`config.mk`:
```
export PLATFORM = sky130hd
export DESIGN_NAME = cit_trap_unit
export DESIGN_NICKNAME = d
export VERILOG_FILES = /design/src/cit_sync.v /design/src/cit_trap_unit.v
export VERILOG_INCLUDE_DIRS = /design/src
export SDC_FILE = /design/constraint.sdc
export NUM_CORES = 1
export LEC_CHECK = 0
export ABC_AREA = 1
export BUFFER_PORTS_ARGS = -buffer_cell sky130_fd_sc_hd__buf_2
export CAP_MARGIN = 20
export CORE_ASPECT_RATIO = 1.1
export CORE_MARGIN = 3
export CORE_UTILIZATION = 49
export CTS_CLUSTER_DIAMETER = 40
export DETAILED_ROUTE_END_ITERATION = 6
export HOLD_SLACK_MARGIN = 0.08
export PLACE_DENSITY = 0.76
export SLEW_MARGIN = 10
export SYNTH_ARGS = -nofsm -noshare
export SYNTH_HDL_FRONTEND = slang
export SYNTH_SLANG_ARGS = --single-unit
```
`constraint.sdc`:
```
create_clock -name CLK -period 4.23 [get_ports CLK]
set_input_delay 0.846 -clock CLK [delete_from_list [all_inputs] [get_ports CLK]]
set_output_delay 0.846 -clock CLK [all_outputs]
set_load 0.03 [all_outputs]
```
`src/cit_map.vh`:
```
`ifndef CIT_MAP_VH
`define CIT_MAP_VH

// ****************************************************************
// Register port word addresses
// ****************************************************************
`define CIT_REG_ENABLE    4'h0
`define CIT_REG_EVENT     4'h1
`define CIT_REG_EVMASK    4'h2
`define CIT_REG_STATE     4'h3

// ****************************************************************
// Reset values
// ****************************************************************
`define CIT_ENABLE_RST    15'h0000
`define CIT_EVMASK_RST    5'h00

// ****************************************************************
// Event bit positions and field width
// ****************************************************************
`define CIT_EV_EXT        0
`define CIT_EV_RESET      1
`define CIT_EV_LOAD       2
`define CIT_EV_OVF        3
`define CIT_EV_XOP        4
`define CIT_EV_W          5

// ****************************************************************
// Status word fields seen from the processor
// ****************************************************************
`define CIT_ST_MASK_LO    12
`define CIT_ST_OVF_EN     10
`define CIT_ST_OVF        4

// ****************************************************************
// Trap vectors, workspace offsets, overflow level, load count and microprogram start
// ****************************************************************
`define CIT_VEC_RESET     16'h0000
`define CIT_VEC_LOAD      16'hfffc
`define CIT_VEC_INT_BASE  16'h0000
`define CIT_VEC_XOP_BASE  16'h0040
`define CIT_VEC_PC_OFS    16'h0002
`define CIT_WS_R13        16'h001a
`define CIT_WS_R14        16'h001c
`define CIT_WS_R15        16'h001e
`define CIT_OVF_LEVEL     4'h2
`define CIT_LOAD_COUNT    2'h2
`define CIT_UPC_START     12'h000

`endif

```
`src/cit_sync.v`:
```
`timescale 1ns/1ns

// ****************************************************************
// Two-stage synchroniser for asynchronous pin levels
// ****************************************************************
module cit_sync #(
   parameter W = 1
) (
   input  wire         clk,
   input  wire         rst_n,
   input  wire [W-1:0] async_in,
   output wire [W-1:0] sync_out
);

   reg [W-1:0] meta_q;
   reg [W-1:0] stable_q;

   // First stage is read only by the second stage
   always @(posedge clk) begin
      if (!rst_n) begin
         meta_q   <= {W{1'b0}};
         stable_q <= {W{1'b0}};
      end else begin
         meta_q   <= async_in;
         stable_q <= meta_q;
      end
   end

   assign sync_out = stable_q;

endmodule

```
`src/cit_trap_unit.v`:
```
// How it works
// - Seventeen trap levels, fifteen maskable, two not
// - Fifteen bus lines, level zero ranks highest
// - Per-line enable bits; disabled lines ignored
// - Accept only when level code within mask
// - Level code is highest-priority enabled pending
// - Finish instruction, fetch 4*level, 4*level+2, switch
// - Reset switch: level 0, restart microprogram 000
// - Reset fetches 0000 and 0002, then switches
// - Reset trap abandons current instruction at once
// - Restart pulse or arm instruction raises load
// - Exactly two instructions run before load trap
// - Load trap vectors at FFFC and FFFE
// - Status bit 10 enables trap on bit 4
// - Overflow trap uses level two vectors
// - Overflow trap taken before next instruction
// - Interrupt vectors 0000-003F, extended ops 0040-007F
// - Return state saved in new R13-R15
`timescale 1ns/1ns
`include "cit_map.vh"

module cit_trap_unit (
   input  wire        CLK,
   input  wire        RST_N,
   input  wire        RESET_SW_N,
   input  wire [15:1] INT_REQ_N,
   input  wire        RESTART_N,
   input  wire        INSTR_DONE,
   input  wire        ARM_LOAD,
   input  wire        XOP_REQ,
   input  wire [3:0]  XOP_NUM,
   input  wire [15:0] STATUS_WORD,
   input  wire [15:0] CUR_WP,
   input  wire [15:0] CUR_PC,
   output reg         MEM_RD,
   output reg         MEM_WR,
   output reg  [15:0] MEM_ADDR,
   output reg  [15:0] MEM_WDATA,
   input  wire [15:0] MEM_RDATA,
   input  wire        MEM_ACK,
   output reg         CPU_HOLD,
   output reg         CPU_ABORT,
   output reg         UPC_START,
   output reg  [11:0] UPC_ADDR,
   output reg         CTX_LOAD,
   output reg  [15:0] CTX_WP,
   output reg  [15:0] CTX_PC,
   input  wire [3:0]  REG_ADDR,
   input  wire [15:0] REG_WDATA,
   input  wire        REG_WR,
   input  wire        REG_RD,
   output reg  [15:0] REG_RDATA,
   output wire        IRQ
);

   // ****************************************************************
   // Sequencer states
   // ****************************************************************
   localparam S_IDLE  = 3'h0;
   localparam S_HELD  = 3'h1;
   localparam S_FWP   = 3'h2;
   localparam S_FPC   = 3'h3;
   localparam S_SV13  = 3'h4;
   localparam S_SV14  = 3'h5;
   localparam S_SV15  = 3'h6;
   localparam S_LOAD  = 3'h7;

   // ****************************************************************
   // Functions
   // ****************************************************************
   // Vector word address from a base and a level number
   function [15:0] vec_addr;
      input [15:0] base;
      input [3:0]  lvl;
      begin
         vec_addr = base + {10'h000, lvl, 2'b00};
      end
   endfunction

   // Lowest numbered active line wins
   function [4:0] prio_enc;
      input [15:0] req;
      integer i;
      begin
         prio_enc = 5'h10;
         for (i = 15; i >= 0; i = i - 1) begin
            if (req[i]) begin
               prio_enc = {1'b0, i[3:0]};
            end
         end
      end
   endfunction

   // ****************************************************************
   // Pin synchronisers
   // ****************************************************************
   wire [16:0] pins_s;

   cit_sync #(
      .W        (17)
   ) u_sync (
      .clk      (CLK),
      .rst_n    (RST_N),
      .async_in ({~RESTART_N, ~RESET_SW_N, ~INT_REQ_N}),
      .sync_out (pins_s)
   );

   wire [15:1] ext_req   = pins_s[14:0];
   wire        reset_sw  = pins_s[15];
   wire        restart   = pins_s[16];

   // ****************************************************************
   // Registers
   // ****************************************************************
   reg  [2:0]  state_q;
   reg  [2:0]  state_d;
   reg  [14:0] enable_q;
   reg  [4:0]  event_q;
   reg  [4:0]  evmask_q;
   reg  [4:0]  ev_set;
   reg         restart_q;
   reg         reset_seen_q;
   reg         load_armed_q;
   reg  [1:0]  load_cnt_q;
   reg         load_due_q;
   reg  [15:0] vec_q;
   reg  [15:0] new_wp_q;
   reg  [15:0] old_wp_q;
   reg  [15:0] old_pc_q;
   reg  [15:0] old_st_q;
   reg  [3:0]  level_q;

   // ****************************************************************
   // Priority and masking
   // ****************************************************************
   // Overflow joins the level 2 request only while enabled
   wire        ovf_req = STATUS_WORD[`CIT_ST_OVF_EN]
                       & STATUS_WORD[`CIT_ST_OVF];
   reg  [15:0] lvl_req;
   always @* begin
      lvl_req                 = {ext_req & enable_q, 1'b0};
      lvl_req[`CIT_OVF_LEVEL] = lvl_req[`CIT_OVF_LEVEL]
                              | ovf_req;
   end

   wire [4:0] pend     = prio_enc(lvl_req);
   wire [3:0] pend_lvl = pend[3:0];
   wire [3:0] pri_mask = STATUS_WORD[`CIT_ST_MASK_LO+3:`CIT_ST_MASK_LO];
   // Level 0 is only the reset; bus lines never reach it
   wire       int_ok   = !pend[4] && (pend_lvl <= pri_mask);
   wire       ovf_win  = ovf_req && int_ok
                       && (pend_lvl == `CIT_OVF_LEVEL);
   wire       restart_rise = restart & ~restart_q;

   // ****************************************************************
   // Load trap arming and instruction counter
   // ****************************************************************
   // Counting stops once the trap is due so a late boundary can't skew it
   always @(posedge CLK) begin
      if (!RST_N) begin
         restart_q    <= 1'b0;
         load_armed_q <= 1'b0;
         load_cnt_q   <= 2'h0;
         load_due_q   <= 1'b0;
      end else begin
         restart_q <= restart;
         if (state_q == S_LOAD || reset_sw) begin
            load_armed_q <= 1'b0;
            load_due_q   <= 1'b0;
            load_cnt_q   <= 2'h0;
         end else if (restart_rise || ARM_LOAD) begin
            load_armed_q <= 1'b1;
            load_due_q   <= 1'b0;
            load_cnt_q   <= 2'h0;
         end else if (load_armed_q && !load_due_q && INSTR_DONE) begin
            load_cnt_q <= load_cnt_q + 2'h1;
            if (load_cnt_q + 2'h1 == `CIT_LOAD_COUNT) begin
               load_due_q <= 1'b1;
            end
         end
      end
   end

   // Load trap is taken at the boundary that ends the second one
   wire load_take = load_armed_q && !load_due_q && INSTR_DONE
                  && (load_cnt_q + 2'h1 == `CIT_LOAD_COUNT);

   // ****************************************************************
   // Trap sequencer
   // ****************************************************************
   always @* begin
      state_d = state_q;
      case (state_q)
         S_IDLE: begin
            if (reset_sw) begin
               state_d = S_HELD;
            end else if (INSTR_DONE) begin
               if (load_take || int_ok || XOP_REQ) begin
                  state_d = S_FWP;
               end
            end
         end
         S_HELD: begin
            if (!reset_sw) begin
               state_d = S_FWP;
            end
         end
         S_FWP: begin
            if (MEM_ACK) begin
               state_d = S_FPC;
            end
         end
         S_FPC: begin
            if (MEM_ACK) begin
               state_d = S_SV13;
            end
         end
         S_SV13: begin
            if (MEM_ACK) begin
               state_d = S_SV14;
            end
         end
         S_SV14: begin
            if (MEM_ACK) begin
               state_d = S_SV15;
            end
         end
         S_SV15: begin
            if (MEM_ACK) begin
               state_d = S_LOAD;
            end
         end
         S_LOAD: begin
            state_d = S_IDLE;
         end
         default: begin
            state_d = S_IDLE;
         end
      endcase
      // Reset switch overrides any sequence in progress
      if (reset_sw) begin
         state_d = S_HELD;
      end
   end

   // Trap selection, captured return state and vector words
   always @(posedge CLK) begin
      if (!RST_N) begin
         state_q      <= S_IDLE;
         vec_q        <= 16'h0000;
         new_wp_q     <= 16'h0000;
         old_wp_q     <= 16'h0000;
         old_pc_q     <= 16'h0000;
         old_st_q     <= 16'h0000;
         level_q      <= 4'h0;
         reset_seen_q <= 1'b0;
      end else begin
         state_q <= state_d;
         if (state_q == S_HELD) begin
            vec_q        <= `CIT_VEC_RESET;
            level_q      <= 4'h0;
            reset_seen_q <= 1'b1;
            old_wp_q     <= CUR_WP;
            old_pc_q     <= CUR_PC;
            old_st_q     <= STATUS_WORD;
         end else if (state_q == S_IDLE && state_d == S_FWP) begin
            reset_seen_q <= 1'b0;
            old_wp_q     <= CUR_WP;
            old_pc_q     <= CUR_PC;
            old_st_q     <= STATUS_WORD;
            // Non-maskable load ranks above any maskable level
            if (load_take) begin
               vec_q <= `CIT_VEC_LOAD;
            end else if (int_ok) begin
               vec_q   <= vec_addr(`CIT_VEC_INT_BASE, pend_lvl);
               level_q <= pend_lvl;
            end else begin
               vec_q <= vec_addr(`CIT_VEC_XOP_BASE, XOP_NUM);
            end
         end
         if (state_q == S_FWP && MEM_ACK) begin
            new_wp_q <= MEM_RDATA;
         end
      end
   end

   // Vector of the trap being entered this cycle from idle
   wire [15:0] next_vec = load_take ? `CIT_VEC_LOAD
                        : int_ok ? vec_addr(`CIT_VEC_INT_BASE, pend_lvl)
                        : vec_addr(`CIT_VEC_XOP_BASE, XOP_NUM);

   // ****************************************************************
   // Memory cycles and control outputs
   // ****************************************************************
   // Strobes stay up until the memory acknowledges each word
   always @(posedge CLK) begin
      if (!RST_N) begin
         MEM_RD    <= 1'b0;
         MEM_WR    <= 1'b0;
         MEM_ADDR  <= 16'h0000;
         MEM_WDATA <= 16'h0000;
         CPU_HOLD  <= 1'b0;
         CPU_ABORT <= 1'b0;
         UPC_START <= 1'b0;
         UPC_ADDR  <= `CIT_UPC_START;
         CTX_LOAD  <= 1'b0;
         CTX_WP    <= 16'h0000;
         CTX_PC    <= 16'h0000;
      end else begin
         CPU_HOLD  <= (state_d != S_IDLE);
         // Abort stands for as long as the switch is held down
         CPU_ABORT <= reset_sw;
         UPC_START <= (state_q == S_HELD) && !reset_sw;
         UPC_ADDR  <= `CIT_UPC_START;
         CTX_LOAD  <= 1'b0;
         MEM_RD    <= 1'b0;
         MEM_WR    <= 1'b0;
         case (state_d)
            S_FWP: begin
               MEM_RD   <= 1'b1;
               MEM_ADDR <= (state_q == S_HELD) ? `CIT_VEC_RESET
                         : (state_q == S_IDLE) ? next_vec : vec_q;
            end
            S_FPC: begin
               MEM_RD   <= 1'b1;
               MEM_ADDR <= vec_q + `CIT_VEC_PC_OFS;
            end
            S_SV13: begin
               MEM_WR    <= 1'b1;
               MEM_ADDR  <= new_wp_q + `CIT_WS_R13;
               MEM_WDATA <= old_wp_q;
            end
            S_SV14: begin
               MEM_WR    <= 1'b1;
               MEM_ADDR  <= new_wp_q + `CIT_WS_R14;
               MEM_WDATA <= old_pc_q;
            end
            S_SV15: begin
               MEM_WR    <= 1'b1;
               MEM_ADDR  <= new_wp_q + `CIT_WS_R15;
               MEM_WDATA <= old_st_q;
            end
            default: begin
               MEM_ADDR <= MEM_ADDR;
            end
         endcase
         if (state_q == S_FPC && MEM_ACK) begin
            CTX_PC <= MEM_RDATA;
         end
         if (state_q == S_LOAD) begin
            CTX_LOAD <= 1'b1;
            CTX_WP   <= new_wp_q;
         end
      end
   end

   // ****************************************************************
   // Event status, mask and interrupt
   // ****************************************************************
   always @* begin
      ev_set = 5'h00;
      if (state_q == S_LOAD) begin
         if (reset_seen_q) begin
            ev_set[`CIT_EV_RESET] = 1'b1;
         end else if (vec_q == `CIT_VEC_LOAD) begin
            ev_set[`CIT_EV_LOAD] = 1'b1;
         end else if (vec_q >= `CIT_VEC_XOP_BASE) begin
            ev_set[`CIT_EV_XOP] = 1'b1;
         end else begin
            ev_set[`CIT_EV_EXT] = 1'b1;
         end
      end
      // Overflow trap is flagged as it is chosen at the boundary
      if (state_q == S_IDLE && state_d == S_FWP && !load_take
          && ovf_win) begin
         ev_set[`CIT_EV_OVF] = 1'b1;
      end
   end

   // Write-one-to-clear; a new event in the same cycle stays set
   always @(posedge CLK) begin
      if (!RST_N) begin
         enable_q <= `CIT_ENABLE_RST;
         evmask_q <= `CIT_EVMASK_RST;
         event_q  <= 5'h00;
      end else begin
         if (REG_WR && REG_ADDR == `CIT_REG_ENABLE) begin
            enable_q <= REG_WDATA[15:1];
         end
         if (REG_WR && REG_ADDR == `CIT_REG_EVMASK) begin
            evmask_q <= REG_WDATA[`CIT_EV_W-1:0];
         end
         if (REG_WR && REG_ADDR == `CIT_REG_EVENT) begin
            event_q <= (event_q & ~REG_WDATA[`CIT_EV_W-1:0]) | ev_set;
         end else begin
            event_q <= event_q | ev_set;
         end
      end
   end

   assign IRQ = |(event_q & evmask_q);

   // ****************************************************************
   // Register read port
   // ****************************************************************
   // Unmapped addresses read as zero
   always @(posedge CLK) begin
      if (!RST_N) begin
         REG_RDATA <= 16'h0000;
      end else if (REG_RD) begin
         case (REG_ADDR)
            `CIT_REG_ENABLE: REG_RDATA <= {enable_q, 1'b0};
            `CIT_REG_EVENT:  REG_RDATA <= {11'h000, event_q};
            `CIT_REG_EVMASK: REG_RDATA <= {11'h000, evmask_q};
            `CIT_REG_STATE:  REG_RDATA <= {pend, level_q, state_q,
                                           load_armed_q, load_cnt_q,
                                           1'b0};
            default:         REG_RDATA <= 16'h0000;
         endcase
      end else begin
         REG_RDATA <= 16'h0000;
      end
   end

endmodule

```
==> results.toml <==
[yosys]
synth_edf_count = 0
async_reset_ff_share_pct = 0
netlist_instances = 1258
ys_ff_latch = 228
synth_warnings = 0
synth_area_um2 = 9410
avgSynthCellArea_um2 = 7.48
ys_seq_area_share_pct = 48.5
yosysUniqueCellTypes = 42
ys.flop_type = "dfxtp_1"

[die]
die_y_um = 151
ios = 212
core_um2 = 18600
die_area_um2 = 20900
num_rows = 52
start_util_pct = 50.6
die_x_um = 138

[clock_tree]
worstSkewPairLatency_ns = 0.54
clk_pin_slew_ns = 0.06
clock-sinks = 228
root_buffer = "clkbuf_16"
cts_buffers = 30
cts_tree = "done"
htreeDepth = 1
cts_buffer_depth = 3

[run_status]
status = "complete, no violations"

[critical_path]
start_kind = "flip-flop"
crit_top_cell = "nand2_1"
slowest_delay_ns = 0.37
cp-end-kind = "flip-flop"
critical_path_peak_fanout = 5
rrSetupSlack_ns = 0.42
worstPathRequired_ns = 4.67
crit_type = "reg2reg"
arrival_ns = 4.25
slowest_stage = "dfxtp_1"

[power]
powerDensity_nw_per_um2 = 484
power_frac_seq_pct = 42.1
swShare_pct = 26.7
p_leak_nw = 5.48
comb_power_share_pct = 11.5
p_int_mw = 4.14
ir_drop_mv = 0.325
clockPowerShare_pct = 46.5
switching_power_mw = 1.51

[cells_and_area]
num-fill-cells = 1680
regArea_um2 = 4570
final_nets = 1576
multi_input_area_um2 = 4060
finalNonFillerCells = 1724
syn_to_final_growth_pct = 24.1
fin_util_pct = 62.7
drive_above_1_share_pct = 22.9

[detailed_routing]
drt-vias-per-instance = 5.15
routedWlPerCell_um = 14.7
ant_nets = 0
vias = 8876
drc = 0
routed_wl_mm = 25.3
drt_iter0_markers = 528
drt_first_pass_iters = 5

[timing]
max_slew_margin_pct = 34.4
clock_skew_ns = 0.00983
tns_ns = 0
drv_slew = 0
worstMarginPinSlew_ns = 0.983
finalCritPeriodShare_pct = 90.0
hold_viol = 0
finalCriticalPeriod_ns = 3.81
whs_ns = 0.412
worst_slack_ns = 0.421
fmax_mhz = 263
finalSetupViolations = 0

[global_route]
grt_antenna_before_repair = 3
grt_pass1_vias = 8186
grt_max_degree = 69
grt_use_total_pct = 23.2
grt_pass1_wl_mm = 40.6
grt_overflow = 0

[placement]
dp_hpwl_mm = 17.8
port_buffers = 199
place.gp.congestion = 0.928
dp_cells = 1664
place_ws_ns = -0.0869

[min_path]
hold_class = "reg2reg"

[run]
max-cap-violations = 0
## repair_timing
item                                    in CTS  in global routing
endpoints found under the setup margin       0                  9
hold buffers                                 0                  0
buffers inserted                             0                  1
resized for setup                            0                 14
## registers in the layout, summed over array words and instances, names as in the netlist, 6 cells and up
name	flops
CTX_WP	16
old_wp_q	16
MEM_WDATA	16
u_sync.meta_q	17
old_pc_q	16
MEM_ADDR	16
enable_q	15
CTX_PC	16
old_st_q	16
vec_q	6
new_wp_q	16
REG_RDATA	16
u_sync.sync_out	17
## layer usage
metal,GRT usage (%),wire length (µm)
met1,29.9,11100
met2,39.0,11800
met3,5.81,2000
met4,6.27,451
met5,0,13
## final cells by class
type,count,share of cell area (%)
Clock buffer,37,7.01
Multi-Input combinational cell,839,34.8
Timing Repair Buffer,223,10.1
Inverter,133,4.28
Clock inverter,19,2.04
Tap cell,243,2.60
Sequential cell,228,39.1
Antenna cell,2,0.0429
## power groups by stage
stage | logic [mW] | registers, mW | clock network, mW
2_1_floorplan | 0.431 | 2.44 | 0
3_3_place_gp | 0.626 | 2.41 | 0
3_5_place_dp | 0.639 | 2.42 | 0
4_1_cts | 0.645 | 2.37 | 2.66
5_1_grt | 0.723 | 2.39 | 2.76
6_report | 0.648 | 2.38 | 2.62
## through the flow
step | cell area, µm² | power, mW
after floorplan | 9460 | 2.87
after global placement | 10600 | 3.04
after detailed placement | 10600 | 3.06
after CTS | 11600 | 5.68
after global routing | 11700 | 5.87
final | 11700 | 5.65
## final timing paths
path / end / cells past startpoint / startpoint
worst max-delay path: MEM_ADDR[10] / 37 / enable_q[14]
worst max register to register: MEM_ADDR[10] / 37 / enable_q[14]
worst min-delay path: u_sync.sync_out[3] / 2 / u_sync.meta_q[3]
worst min register to register: u_sync.sync_out[3] / 2 / u_sync.meta_q[3]
## worst max-delay path: cells and delay by family (launching register included)
family,cells,cell delay [ns]
AOI/OAI and AO/OA,3,0.50
adders and majority gates,2,0.50
buffers and inverters,3,0.14
DFF,1,0.37
and+or+nand+nor,29,2.17
## synthesized netlist by cell type, drive strengths merged (4+ instances only)
master / n / area share (%)
nand2: 200 / 8.3
o21ai: 168 / 9.0
a21oi: 141 / 7.8
buf: 31 / 2.4
nor3: 10 / 0.58
xor2: 11 / 1.0
o211ai: 4 / 0.32
or2: 5 / 0.33
clkbuf: 38 / 1.5
ha: 7 / 0.93
nand3: 51 / 2.9
a31oi: 6 / 0.40
dfxtp: 228 / 49
nand4: 8 / 0.60
a221oi: 5 / 0.47
o22ai: 12 / 0.80
inv: 133 / 5.3
nor2: 187 / 7.8
## placed cells by master (no fill, tap or decap), drive strengths merged, types with 3 or more instances in the layout
cell      instances
a21oi           141
a221oi            5
a31oi             6
buf             222
bufinv            4
clkbuf           38
clkinv            8
clkinvlp          3
conb             12
dfxtp           228
ha                7
inv             137
nand2           200
nand3            51
nand4             8
nor2            187
nor3             10
o211ai            4
o21ai           168
o21bai            3
o22ai            12
or2               5
xor2             11
## logic make-up (layout without fill, tap and decap cells)
| logic type | count (synthesis) | in the layout | share of synthesized area (%) |
|---|---|---|---|
| fa+ha+maj | 8 | 8 | 1.14 |
| flops | 228 | 228 | 48.5 |
| other cells | 1 | 14 | 0.0399 |
| compound gates | 343 | 343 | 19.3 |
| xor+xnor | 12 | 12 | 1.12 |
| buf+inv | 202 | 412 | 9.19 |
| simple gates | 464 | 464 | 20.7 |
Power figures use the tool's default switching activity.
